### config.mk
export PLATFORM = sky130hd
export DESIGN_NAME = cgsr_top
export DESIGN_NICKNAME = d
export VERILOG_FILES = /design/src/verilog/cgsr_pkg.sv /design/src/verilog/cgsr_top.sv /design/src/verilog/cgsr_pin_sync.sv /design/src/verilog/cgsr_regs.sv
export SDC_FILE = /design/constraint.sdc
export NUM_CORES = 1
export LEC_CHECK = 0
export BUFFER_PORTS_ARGS = -buffer_cell sky130_fd_sc_hd__buf_2
export CORE_MARGIN = 4
export CORE_UTILIZATION = 48
export DETAILED_ROUTE_END_ITERATION = 7
export PLACE_DENSITY = 0.64
export RECOVER_POWER = 50
export SYNTH_ARGS = -nofsm -noshare
export SYNTH_HDL_FRONTEND = slang
export SYNTH_SLANG_ARGS = --single-unit
### constraint.sdc
create_clock -name clk_i -period 2.7 [get_ports clk_i]
set_input_delay 0.54 -clock clk_i [delete_from_list [all_inputs] [get_ports clk_i]]
set_output_delay 0.54 -clock clk_i [all_outputs]
set_load 0.02 [all_outputs]
### src/verilog/cgsr_pkg.sv
// constants shared by the clock generator serial control block
package cgsr_pkg;
    // target addresses selected by the captured strap
    localparam logic [6:0] ADDR_STRAP_LO = 7'h69;
    localparam logic [6:0] ADDR_STRAP_HI = 7'h6A;
    // register byte indices
    localparam logic [6:0] IDX_EN_LO = 7'h00;
    localparam logic [6:0] IDX_EN_HI = 7'h01;
    localparam logic [6:0] IDX_REF_CTRL = 7'h02;
    localparam logic [6:0] IDX_SLEW = 7'h03;
    // field positions
    localparam int EN_HI_LSB = 4;
    localparam int SPREAD_SRC_BIT = 7;
    localparam int SPREAD_SW_LSB = 5;
    localparam int REF_OE_BIT = 3;
    localparam int REF_KEEP_BIT = 2;
    localparam int REF_RATE_LSB = 0;
    // reset values
    localparam logic [7:0] EN_LO_RST = 8'hFF;
    localparam logic [3:0] EN_HI_RST = 4'hF;
    localparam logic SPREAD_SRC_RST = 1'h0;
    localparam logic [1:0] SPREAD_SW_RST = 2'h1;
    localparam logic REF_OE_RST = 1'h1;
    localparam logic REF_KEEP_RST = 1'h0;
    localparam logic [1:0] REF_RATE_RST = 2'h1;
    localparam logic [7:0] SLEW_RST = 8'hFF;
    // block transfer counts
    localparam logic [7:0] BLK_RD_COUNT = 8'h04;
    localparam logic [7:0] BLK_WR_LIMIT = 8'h07;
    // cycles waited after reset before straps are trusted
    localparam logic [1:0] STRAP_SETTLE = 2'h3;
    // bus bits per byte
    localparam logic [3:0] BYTE_BITS = 4'h8;
endpackage : cgsr_pkg

### src/verilog/cgsr_top.sv
// two-wire target and control outputs of the clock generator
`timescale 1ns/100ps
module cgsr_top import cgsr_pkg::*; (
    // clock and reset
    input wire logic clk_i,
    input wire logic reset_n_i,
    // two-wire bus, data is open drain
    input wire logic scl_i,
    input wire logic sda_i,
    output logic sda_o,
    output logic sda_oe_o,
    // straps and control pins
    input wire logic addr_strap_i,
    input wire logic [1:0] spread_pin_i,
    input wire logic output_enable_pin_n_i,
    input wire logic power_down_n_i,
    // clock path controls
    output logic [11:0] pcie_out_en_o,
    output logic [7:0] pcie_edge_fast_o,
    output logic [1:0] spread_code_o,
    output logic refclk_en_o,
    output logic [1:0] refclk_edge_rate_o
);
    typedef enum logic [3:0] {
        ST_IDLE, ST_ADDR, ST_ACK_ADDR, ST_CMD, ST_ACK_CMD, ST_CNT, ST_ACK_CNT,
        ST_WDAT, ST_ACK_WDAT, ST_TX, ST_RX_ACK, ST_IGNORE
    } cgsr_state_t;

    logic scl_s;
    logic sda_s;
    logic strap_s;
    logic [1:0] spread_s;
    logic oe_pin_n_s;
    logic pd_n_s;
    logic scl_d;
    logic sda_d;
    logic scl_rise;
    logic scl_fall;
    logic start_det;
    logic stop_det;

    // all pins pass the agreeing synchroniser; idle bus levels are high
    cgsr_pin_sync #(.W(7)) u_sync (
        .clk_i(clk_i),
        .reset_n_i(reset_n_i),
        .pin_i({scl_i, sda_i, addr_strap_i, spread_pin_i, output_enable_pin_n_i, power_down_n_i}),
        .rst_val_i(7'h7F),
        .level_o({scl_s, sda_s, strap_s, spread_s, oe_pin_n_s, pd_n_s})
    );

    // bus edge and condition detection from filtered levels
    assign scl_rise = scl_s && !scl_d;
    assign scl_fall = !scl_s && scl_d;
    assign start_det = scl_s && scl_d && sda_d && !sda_s;
    assign stop_det = scl_s && scl_d && !sda_d && sda_s;

    always_ff @(posedge clk_i) begin
        if (!reset_n_i) begin
            scl_d <= 1'b1;
            sda_d <= 1'b1;
        end else begin
            scl_d <= scl_s;
            sda_d <= sda_s;
        end
    end

    // strap capture: waits for the synchroniser, then holds until the next reset
    logic captured;
    logic [1:0] cap_cnt;
    logic strap_cap;
    logic [1:0] spread_cap;
    logic next_captured;
    logic [1:0] next_cap_cnt;
    logic next_strap_cap;
    logic [1:0] next_spread_cap;
    logic [6:0] dev_addr;

    always_comb begin
        next_captured = captured;
        next_cap_cnt = cap_cnt;
        next_strap_cap = strap_cap;
        next_spread_cap = spread_cap;
        if (!captured) begin
            if (cap_cnt == STRAP_SETTLE) begin
                next_captured = 1'b1;
                next_strap_cap = strap_s;
                next_spread_cap = spread_s;
            end else begin
                next_cap_cnt = cap_cnt + 2'h1;
            end
        end
    end

    always_ff @(posedge clk_i) begin
        if (!reset_n_i) begin
            captured <= 1'b0;
            cap_cnt <= 2'h0;
            strap_cap <= 1'b0;
            spread_cap <= 2'h0;
        end else begin
            captured <= next_captured;
            cap_cnt <= next_cap_cnt;
            strap_cap <= next_strap_cap;
            spread_cap <= next_spread_cap;
        end
    end

    assign dev_addr = strap_cap ? ADDR_STRAP_HI : ADDR_STRAP_LO;

    // register bank
    logic wr_en;
    logic [6:0] idx;
    logic [7:0] shift;
    logic [7:0] rd_data;
    logic [11:0] en_bits;
    logic spread_src;
    logic [1:0] spread_sw;
    logic ref_oe;
    logic ref_keep;
    logic [1:0] ref_rate;
    logic [7:0] slew;

    cgsr_regs u_regs (
        .clk_i(clk_i),
        .reset_n_i(reset_n_i),
        .wr_en_i(wr_en),
        .wr_idx_i(idx),
        .wr_data_i(shift),
        .rd_idx_i(idx),
        .rd_data_o(rd_data),
        .spread_pin_i(spread_cap),
        .en_o(en_bits),
        .spread_src_o(spread_src),
        .spread_sw_o(spread_sw),
        .ref_oe_o(ref_oe),
        .ref_keep_o(ref_keep),
        .ref_rate_o(ref_rate),
        .slew_o(slew)
    );

    // protocol engine state
    cgsr_state_t state;
    cgsr_state_t next_state;
    logic [3:0] bit_cnt;
    logic [3:0] next_bit_cnt;
    logic [7:0] next_shift;
    logic [7:0] tx_sh;
    logic [7:0] next_tx_sh;
    logic [6:0] next_idx;
    logic single;
    logic next_single;
    logic rw;
    logic next_rw;
    logic [7:0] wr_left;
    logic [7:0] next_wr_left;
    logic cnt_ok;
    logic next_cnt_ok;
    logic host_nack;
    logic next_host_nack;
    logic next_sda_oe;

    // byte engine; ack bits span from one scl fall to the next
    always_comb begin
        next_state = state;
        next_bit_cnt = bit_cnt;
        next_shift = shift;
        next_tx_sh = tx_sh;
        next_idx = idx;
        next_single = single;
        next_rw = rw;
        next_wr_left = wr_left;
        next_cnt_ok = cnt_ok;
        next_host_nack = host_nack;
        wr_en = 1'b0;
        if (!captured || stop_det) begin
            next_state = ST_IDLE;
        end else if (start_det) begin
            // repeated start keeps the index from the command
            next_state = ST_ADDR;
            next_bit_cnt = 4'h0;
        end else begin
            case (state)
                ST_ADDR, ST_CMD, ST_CNT, ST_WDAT: begin
                    if (scl_rise) begin
                        next_shift = {shift[6:0], sda_s};
                        next_bit_cnt = bit_cnt + 4'h1;
                    end else if (scl_fall && bit_cnt == BYTE_BITS) begin
                        next_bit_cnt = 4'h0;
                        case (state)
                            ST_ADDR: begin
                                if (shift[7:1] == dev_addr) begin
                                    next_rw = shift[0];
                                    next_state = ST_ACK_ADDR;
                                end else begin
                                    next_state = ST_IGNORE;
                                end
                            end
                            ST_CMD: begin
                                next_idx = shift[6:0];
                                next_single = shift[7];
                                next_state = ST_ACK_CMD;
                            end
                            ST_CNT: begin
                                next_wr_left = shift;
                                next_cnt_ok = (shift != 8'h00) && (shift < BLK_WR_LIMIT);
                                next_state = ST_ACK_CNT;
                            end
                            default: begin
                                // bytes past a bad or spent count are acked but dropped
                                if (single) begin
                                    wr_en = 1'b1;
                                end else if (cnt_ok && wr_left != 8'h00) begin
                                    wr_en = 1'b1;
                                    next_wr_left = wr_left - 8'h01;
                                    next_idx = idx + 7'h01;
                                end
                                next_state = ST_ACK_WDAT;
                            end
                        endcase
                    end
                end
                ST_ACK_ADDR: begin
                    if (scl_fall && rw) begin
                        next_state = ST_TX;
                        if (single) begin
                            next_tx_sh = rd_data;
                            next_idx = idx + 7'h01;
                        end else begin
                            next_tx_sh = BLK_RD_COUNT;
                        end
                    end else if (scl_fall) begin
                        next_state = ST_CMD;
                    end
                end
                ST_ACK_CMD: begin
                    if (scl_fall) begin
                        next_state = single ? ST_WDAT : ST_CNT;
                    end
                end
                ST_ACK_CNT: begin
                    if (scl_fall) begin
                        next_state = ST_WDAT;
                    end
                end
                ST_ACK_WDAT: begin
                    if (scl_fall) begin
                        next_state = single ? ST_IGNORE : ST_WDAT;
                    end
                end
                ST_TX: begin
                    if (scl_rise) begin
                        next_bit_cnt = bit_cnt + 4'h1;
                    end else if (scl_fall && bit_cnt == BYTE_BITS) begin
                        next_bit_cnt = 4'h0;
                        next_state = ST_RX_ACK;
                    end else if (scl_fall) begin
                        next_tx_sh = {tx_sh[6:0], 1'b0};
                    end
                end
                ST_RX_ACK: begin
                    if (scl_rise) begin
                        next_host_nack = sda_s;
                    end else if (scl_fall && host_nack) begin
                        next_state = ST_IGNORE;
                    end else if (scl_fall) begin
                        next_state = ST_TX;
                        next_tx_sh = rd_data;
                        next_idx = idx + 7'h01;
                    end
                end
                default: next_state = state;
            endcase
        end
        // drive low for our acks and for zero data bits only
        next_sda_oe = (next_state == ST_ACK_ADDR) || (next_state == ST_ACK_CMD) ||
                      (next_state == ST_ACK_CNT) || (next_state == ST_ACK_WDAT) ||
                      (next_state == ST_TX && !next_tx_sh[7]);
    end

    always_ff @(posedge clk_i) begin
        if (!reset_n_i) begin
            state <= ST_IDLE;
            bit_cnt <= 4'h0;
            shift <= 8'h00;
            tx_sh <= 8'h00;
            idx <= 7'h00;
            single <= 1'b0;
            rw <= 1'b0;
            wr_left <= 8'h00;
            cnt_ok <= 1'b0;
            host_nack <= 1'b0;
            sda_oe_o <= 1'b0;
            sda_o <= 1'b0;
        end else begin
            state <= next_state;
            bit_cnt <= next_bit_cnt;
            shift <= next_shift;
            tx_sh <= next_tx_sh;
            idx <= next_idx;
            single <= next_single;
            rw <= next_rw;
            wr_left <= next_wr_left;
            cnt_ok <= next_cnt_ok;
            host_nack <= next_host_nack;
            sda_oe_o <= next_sda_oe;
            sda_o <= 1'b0;
        end
    end

    // clock path controls, all registered; power-down stops the PCIe outputs and, unless keep is set, the reference
    logic [11:0] next_out_en;
    logic [1:0] next_spread;
    logic next_ref_en;

    always_comb begin
        next_out_en = en_bits & {12{!oe_pin_n_s && pd_n_s}};
        next_spread = spread_src ? spread_sw : spread_cap;
        next_ref_en = ref_oe && (pd_n_s || ref_keep);
    end

    always_ff @(posedge clk_i) begin
        if (!reset_n_i) begin
            pcie_out_en_o <= 12'h000;
            pcie_edge_fast_o <= SLEW_RST;
            spread_code_o <= 2'h0;
            refclk_en_o <= 1'b0;
            refclk_edge_rate_o <= REF_RATE_RST;
        end else begin
            pcie_out_en_o <= next_out_en;
            pcie_edge_fast_o <= slew;
            spread_code_o <= next_spread;
            refclk_en_o <= next_ref_en;
            refclk_edge_rate_o <= ref_rate;
        end
    end
endmodule : cgsr_top

### src/verilog/cgsr_pin_sync.sv
// three-stage pin synchroniser with agreement filter
`timescale 1ns/100ps
module cgsr_pin_sync #(
    parameter int W = 1
) (
    // clock and reset
    input wire logic clk_i,
    input wire logic reset_n_i,
    // pins and filtered levels
    input wire logic [W-1:0] pin_i,
    input wire logic [W-1:0] rst_val_i,
    output logic [W-1:0] level_o
);
    logic [W-1:0] s1;
    logic [W-1:0] s2;
    logic [W-1:0] s3;

    genvar g;
    generate
        for (g = 0; g < W; g++) begin : g_bit
            logic next_level;
            // a change counts only once stages two and three agree
            always_comb begin
                next_level = (s2[g] == s3[g]) ? s3[g] : level_o[g];
            end
            // stages run through reset so the pin level is already valid at release;
            // the level resets to the pin's idle value, so no false edge follows reset
            always_ff @(posedge clk_i) begin
                s1[g] <= pin_i[g];
                s2[g] <= s1[g];
                s3[g] <= s2[g];
                if (!reset_n_i) begin
                    level_o[g] <= rst_val_i[g];
                end else begin
                    level_o[g] <= next_level;
                end
            end
        end
    endgenerate
endmodule : cgsr_pin_sync

### src/verilog/cgsr_regs.sv
// control register bytes with one write port and one read port
`timescale 1ns/100ps
module cgsr_regs import cgsr_pkg::*; (
    // clock and reset
    input wire logic clk_i,
    input wire logic reset_n_i,
    // access port
    input wire logic wr_en_i,
    input wire logic [6:0] wr_idx_i,
    input wire logic [7:0] wr_data_i,
    input wire logic [6:0] rd_idx_i,
    output logic [7:0] rd_data_o,
    // captured spread pins
    input wire logic [1:0] spread_pin_i,
    // fields
    output logic [11:0] en_o,
    output logic spread_src_o,
    output logic [1:0] spread_sw_o,
    output logic ref_oe_o,
    output logic ref_keep_o,
    output logic [1:0] ref_rate_o,
    output logic [7:0] slew_o
);
    logic [11:0] next_en;
    logic next_src;
    logic [1:0] next_sw;
    logic next_ref_oe;
    logic next_ref_keep;
    logic [1:0] next_ref_rate;
    logic [7:0] next_slew;

    // writes land on whole bytes; reserved bits have no storage
    always_comb begin
        next_en = en_o;
        next_src = spread_src_o;
        next_sw = spread_sw_o;
        next_ref_oe = ref_oe_o;
        next_ref_keep = ref_keep_o;
        next_ref_rate = ref_rate_o;
        next_slew = slew_o;
        if (wr_en_i) begin
            case (wr_idx_i)
                IDX_EN_LO: next_en[7:0] = wr_data_i;
                IDX_EN_HI: next_en[11:8] = wr_data_i[EN_HI_LSB +: 4];
                IDX_REF_CTRL: begin
                    next_src = wr_data_i[SPREAD_SRC_BIT];
                    next_sw = wr_data_i[SPREAD_SW_LSB +: 2];
                    next_ref_oe = wr_data_i[REF_OE_BIT];
                    next_ref_keep = wr_data_i[REF_KEEP_BIT];
                    next_ref_rate = wr_data_i[REF_RATE_LSB +: 2];
                end
                IDX_SLEW: next_slew = wr_data_i;
                default: next_en = en_o;
            endcase
        end
    end

    always_ff @(posedge clk_i) begin
        if (!reset_n_i) begin
            en_o <= {EN_HI_RST, EN_LO_RST};
            spread_src_o <= SPREAD_SRC_RST;
            spread_sw_o <= SPREAD_SW_RST;
            ref_oe_o <= REF_OE_RST;
            ref_keep_o <= REF_KEEP_RST;
            ref_rate_o <= REF_RATE_RST;
            slew_o <= SLEW_RST;
        end else begin
            en_o <= next_en;
            spread_src_o <= next_src;
            spread_sw_o <= next_sw;
            ref_oe_o <= next_ref_oe;
            ref_keep_o <= next_ref_keep;
            ref_rate_o <= next_ref_rate;
            slew_o <= next_slew;
        end
    end

    // read mux; unmapped bytes and reserved bits read zero
    always_comb begin
        case (rd_idx_i)
            IDX_EN_LO: rd_data_o = en_o[7:0];
            IDX_EN_HI: rd_data_o = {en_o[11:8], 2'h0, spread_pin_i};
            IDX_REF_CTRL: rd_data_o = {spread_src_o, spread_sw_o, 1'h0, ref_oe_o, ref_keep_o, ref_rate_o};
            IDX_SLEW: rd_data_o = slew_o;
            default: rd_data_o = 8'h00;
        endcase
    end
endmodule : cgsr_regs

# ---- After elaboration in Yosys (flattened, before gate mapping)
# Index checks and enable logic that the tools add are counted.
# W data, S select, Z words.
dict set report totals {
  regBits 132
  out_inout_bits 27
}
dict set report op_classes {
  addsub 4
  magnitude_cmp 1
  n_eq_ne 42
  muxes 61
  bitwise 7
  n_reduce_logical 56
}
# op count
set op_table {}
lappend op_table {{$mux W8} 12}
lappend op_table {{$mux W4} 20}
lappend op_table {{$mux W7} 9}
lappend op_table {{$pmux W8 S4} 1}
lappend op_table {{$pmux W4 S7} 1}
lappend op_table {{$eq A4 B3 Y1 const B} 6}
lappend op_table {{$eq A4 B4 Y1 const B} 6}
lappend op_table {{$pmux W8 S3} 1}
lappend op_table {{$ne A2 B2 Y1 const B} 11}
lappend op_table {{$pmux W7 S3} 1}
lappend op_table {{$pmux W8 S2} 1}
lappend op_table {{$reduce_bool A8 Y1} 2}
lappend op_table {{$logic_and A1 B1 Y1} 15}
lappend op_table {{$eq A7 B2 Y1 const B} 2}
lappend op_table {{$pmux W7 S2} 1}
lappend op_table {{$reduce_and A13 Y1} 1}
lappend op_table {{$and A12 B12 Y12} 1}
lappend op_table {{$eq A4 B2 Y1 const B} 3}
lappend op_table {{$pmux W4 S3} 1}
lappend op_table {{$reduce_and A2 Y1} 6}
lappend op_table {{$reduce_and A6 Y1} 2}
lappend op_table {{$mux W1} 10}
lappend op_table {{$reduce_and A10 Y1} 1}
lappend op_table {{$reduce_bool A3 Y1} 3}
lappend op_table {{26 further kinds} 54}

# ---- Longest topological paths before layout
dict set report logic_depth {
  ltp_word 14
  mapped_depth 10
}

# ---- Hierarchy
# From an unflattened synthesis, not the netlist that was laid out.
dict set report unflattened {
  hier_cells 627
  hier_area_um2 5931.9
}
# module instances cells_each area_each_um2 seq_area_each_um2
set by_module_without_submodules {}
lappend by_module_without_submodules {cgsr_top 1 437 3704.8 1541.5}
lappend by_module_without_submodules {cgsr_regs 1 140 1407.6 540.5}
lappend by_module_without_submodules {cgsr_pin_sync 1 50 819.5 630.6}

# ---- Worst setup path before layout
# OpenSTA, ideal clock, no wires.
dict set report synth_path {
  kind {register to register}
  startpoint {reg idx[0]}
  endpoint {reg tx_sh[3]}
  t_arrival_ps 1920
  required_time_ps 2566
  slack_ps 646
  stages_incl_launch_ff 11
  path_buffers 2
  synth_period_minus_slack_ps 2054
  path_cell_list {dfxtp_1 inv_1 ha_1 clkbuf_1 or4_1 nand4b_1 or2_1 clkbuf_1 nor2_1 a21oi_1 a211oi_1}
}
dict set report synth_via {
  elab_chain_len 6
  elab_cells_between_ends 11
  classes_between {eq/ne: 3; mux: 7; reduce/logical: 1}
}
# item line
set synth_rtl {}
lappend synth_rtl {{from (decl)} cgsr_top.sv:112} ;# logic [6:0] idx;
lappend synth_rtl {{from (signal assigned)} cgsr_top.sv:299} ;# idx <= next_idx;
lappend synth_rtl {{$eq A7 B2 Y1, or another cell as far along} cgsr_regs.sv:80} ;# case (rd_idx_i)
lappend synth_rtl {{$pmux W8 S4 (*)} cgsr_regs.sv:80}
lappend synth_rtl {{$mux W8} cgsr_top.sv:265} ;# end else if (scl_fall) begin
lappend synth_rtl {{$mux W8} cgsr_top.sv:263} ;# end else if (scl_fall && host_nack) begin
lappend synth_rtl {{$mux W8} cgsr_top.sv:261} ;# if (scl_rise) begin
lappend synth_rtl {{$pmux W8 S3 (*)} cgsr_top.sv:182} ;# case (state)
lappend synth_rtl {{to (signal assigned)} cgsr_top.sv:298} ;# tx_sh <= next_tx_sh;
lappend synth_rtl {{to (decl)} cgsr_top.sv:147} ;# logic [7:0] tx_sh;
# Every way passes the cells marked *; elsewhere a longest branch is shown, timed or not. The select of a mux whose other input is x is not followed.
# A chain may end at the register's enable or synchronous reset.

# ---- Worst setup path in the final report
dict set report layout_path {
  startpoint {reg shift[1]}
  endpoint {reg rw}
}
dict set report layout_via {
  elab_chain_len 2
}
# item line
set layout_rtl {}
lappend layout_rtl {{from (decl)} cgsr_top.sv:113} ;# logic [7:0] shift;
lappend layout_rtl {{from (signal assigned)} cgsr_top.sv:297} ;# shift <= next_shift;
lappend layout_rtl {{$eq A7 B7 Y1} cgsr_top.sv:191} ;# if (shift[7:1] == dev_addr) begin
lappend layout_rtl {{$reduce_and A7 Y1 (no source line)} --}
lappend layout_rtl {{to (signal assigned)} cgsr_top.sv:301} ;# rw <= next_rw;
lappend layout_rtl {{to (decl)} cgsr_top.sv:152} ;# logic rw;
# Every way passes these cells.

==> out/qor.txt <==
Clk buf depth - 2
Routed Antenna Nets - 0
Final #Nets - 673
Fin. max-slew vios - 49
Status - complete, but fails checks
ANT cells - 0
Comb pwr share - 0.041
#FFs+latches synth - 132
Placed cell area - 0.00580 mm^2
Tcrit/Tclk final - 0.890
CTS tree - built
Initial DRC count - 445
# H-tree levels - 4
Final WL - 13300 um
Worst VDD drop - 584 uV
Share of layout cells above drive strength 1 - 0.0943
Dpl hpwl - 8690 um
Fillers - 1077
GR Overflow Total - 0
Row cnt - 39
Vias in the first global route - 4386
Synth area leader - dfxtp_1
Hold_buf cts - 0
Cell Pwr Density - 720 mW/mm^2
Crit Path Max Fanout - 11
Startpoint types - register
Global-route wire length before repair - 21800 um
# DRC - 0
Die ar. - 0.0134 mm^2
Seq/Total Area, Yosys - 0.474
Gr usage total - 0.210
Total number of vias - 4592
Initial DRT Pass Iterations - 7
Worst Setup EP - rw$_SDFFE_PN0P_
Worst hold slack - 0.214 ns
Netlist cell types - 70
R2r worst-path depth - 5
TritonCTS buffer count - 17
Worst setup EP type - register
Clock sinks - 132
Most used DFF post-synth - dfxtp_1
Critical path class - register to register
Yosys top cell area share - 0.474
Static leakage - 2.48 nW
Initial antenna violation count - 0
Fin cells - 811
Final hold vios - 0
Placed insts - 779
Mapped Area - 0.00558 mm^2
R2R Path End - rw$_SDFFE_PN0P_
Pin count of the biggest net entering global routing - 57
Die X - 116 um
Worst slew margin - -0.497
RSZ-0062 raised after global routing - false
Die Span Y - 116 um
Crit path required time - 2.93 ns
Post-synth EDFFs - 0
Worst Setup SP - shift[1]$_SDFFE_PN0P_
Final Instance Area - 0.00637 mm^2
Dpl ws - 0.339 ns
Worst hold path class - primary input to register
Slew @ Worst Pin - 2.25 ns
Worst skew pair latency - 0.43 ns
Critical R2R Launch - shift[1]$_SDFFE_PN0P_
Final Worst Setup Slack - 0.297 ns
Crit path time final - 2.40 ns
CTS Root Cell - clkbuf_16
Postcts setup bufs - 0
Final setup violating endpoints - 0
Number of synthesis warnings - 0
Async SR Flop Fraction - 0
Starting Density - 0.489
Setup Skew - 0.0126 ns
Number of vias per cell - 5.66
Largest cells by area after synthesis - dfxtp_1 (47%), nand2_1 (5.2%), nor2_1 (4.3%), a21oi_1 (4.0%), mux2i_1 (3.8%)
Port bufs - 34
Syn avg cell area - 8.76 um^2
R2R setup slack - 0.30 ns
Clock power share - 0.512
Wire length per cell - 16.3 um
Worst min-delay path startpoint - addr_strap_i
Int Power - 3.58 mW
Net Sw Frac - 0.219
IO Count - 36
F_max - 416 MHz
Maxcap violations - 1
Mapped Cells - 637
CTS clk-pin slew, worst paths - 0.06 ns
Seq pwr share - 0.446
Layout area overhead - 14.1%
Mapped Nets - 655
Data arrival, critical path - 2.63 ns
Post-CTS Resized - 0
Core area - 0.0114 mm^2
Final GP Congestion - 0.924
Failing checks - max-capacitance violations, max-slew violations
Post-Route Setup TNS - 0 ns
P_sw - 1.00 mW
==> synth_stat cells, types with 7 or more instances <==
master      n
clkbuf_1   26
buf_2      11
buf_4       7
a22oi_1    10
mux2i_1    21
ha_1        9
nand3_1    30
nor3_1     12
inv_1      12
and2_1     24
nand2b_1   16
nor2_1     64
o21ai_0    29
nor2b_1     7
a211oi_1    9
nand2_1    77
dfxtp_1   132
a21oi_1    45
==> flip-flops by register name (all words and copies together) (netlist names), 2 cells and up <==
name,count
shift,8
bit_cnt,4
u_sync.s2,7
state,4
cap_cnt,2
u_regs.en_o,12
u_sync.s1,7
refclk_edge_rate_o,2
tx_sh,8
u_sync.s3,7
pcie_out_en_o,12
idx,7
u_regs.ref_rate_o,2
u_regs.slew_o,8
spread_cap,2
wr_left,8
u_regs.spread_sw_o,2
u_sync.level_o,7
spread_code_o,2
pcie_edge_fast_o,8
==> metrics by stage <==
step / power, mW / util
after floorplan: 2.22 / -
after global placement: 2.28 / 0.508
after detailed placement: 2.28 / 0.508
after CTS: 4.63 / 0.561
after global routing: 4.76 / 0.558
final: 4.58 / 0.558
==> routing by layer <==
metal | share of wire | track usage | up-vias | wire length, um
met5 | 0 | 0 | - | 0
met1 | 0.45 | 0.275 | 2149 | 5960
li1 | - | - | 2259 | -
met3 | 0.068 | 0.0658 | 36 | 905
met2 | 0.45 | 0.315 | 148 | 5960
met4 | 0.032 | 0.104 | 0 | 423
==> power by group through the flow <==
stage          Sequential [mW]  Combinational [mW]  Clock (mW)
2_1_floorplan             2.09               0.135           0
3_3_place_gp              2.09               0.191           0
3_5_place_dp              2.09               0.195           0
4_1_cts                   2.05               0.197        2.39
5_1_grt                   2.05               0.219        2.49
6_report                  2.05               0.190        2.35
==> logic make-up after synthesis <==
logic type / after synthesis / share of synthesized area
AND/OR/NAND/NOR: 274 / 0.248
flip-flops: 132 / 0.474
XOR/XNOR: 3 / 0.00471
multiplexers: 22 / 0.0397
other: 1 / 0.000672
buffers and inverters: 59 / 0.0475
adder cells (fa/ha/maj): 9 / 0.0202
AO/OA/AOI/OAI: 137 / 0.166
==> worst min path at each step <==
| stage | endpoint | slack (ns) | cells past startpoint |
|---|---|---|---|
| floorplan | u_sync.s2[0]$_DFF_P_ | 0.31 | 0 |
| global placement | u_sync.s2[6]$_DFF_P_ | 0.31 | 0 |
| detailed placement | u_sync.s2[5]$_DFF_P_ | 0.31 | 0 |
| CTS | u_sync.s1[4]$_DFF_P_ | 0.20 | 1 |
| global route | u_sync.s1[3]$_DFF_P_ | 0.20 | 1 |
| finish | u_sync.s1[4]$_DFF_P_ | 0.21 | 1 |
==> worst max-delay path, stage by stage, from the launching register on <==
cell and delay, ns:
dfxtp_1 0.54, or3b_1 0.41, a2111oi_0 0.53, or3b_2 0.50, mux2i_1 0.17, nor2_1 0.05
==> layout make-up <==
cell class                      count  area (um^2)  share of cell area
Clock buffer                       21          460              0.0723
Clock inverter                     11          149              0.0234
Inverter                           12         45.0             0.00707
Multi-Input combinational cell    446         2670               0.420
Sequential cell                   132         2640               0.415
Tap cell                          143          179              0.0281
Timing Repair Buffer               46          220              0.0346
==> placed cells by master, fill, tap and decap left out, drive strengths merged, types with 17 or more instances in the layout <==
| cell | netlist | layout |
|---|---|---|
| a21oi | 45 | 45 |
| and2 | 25 | 25 |
| buf | 20 | 17 |
| clkbuf | 27 | 50 |
| dfxtp | 132 | 132 |
| mux2i | 21 | 21 |
| nand2 | 77 | 77 |
| nand3 | 30 | 30 |
| nor2 | 65 | 65 |
| o21ai | 30 | 30 |
(Power assumes the default switching activity.)
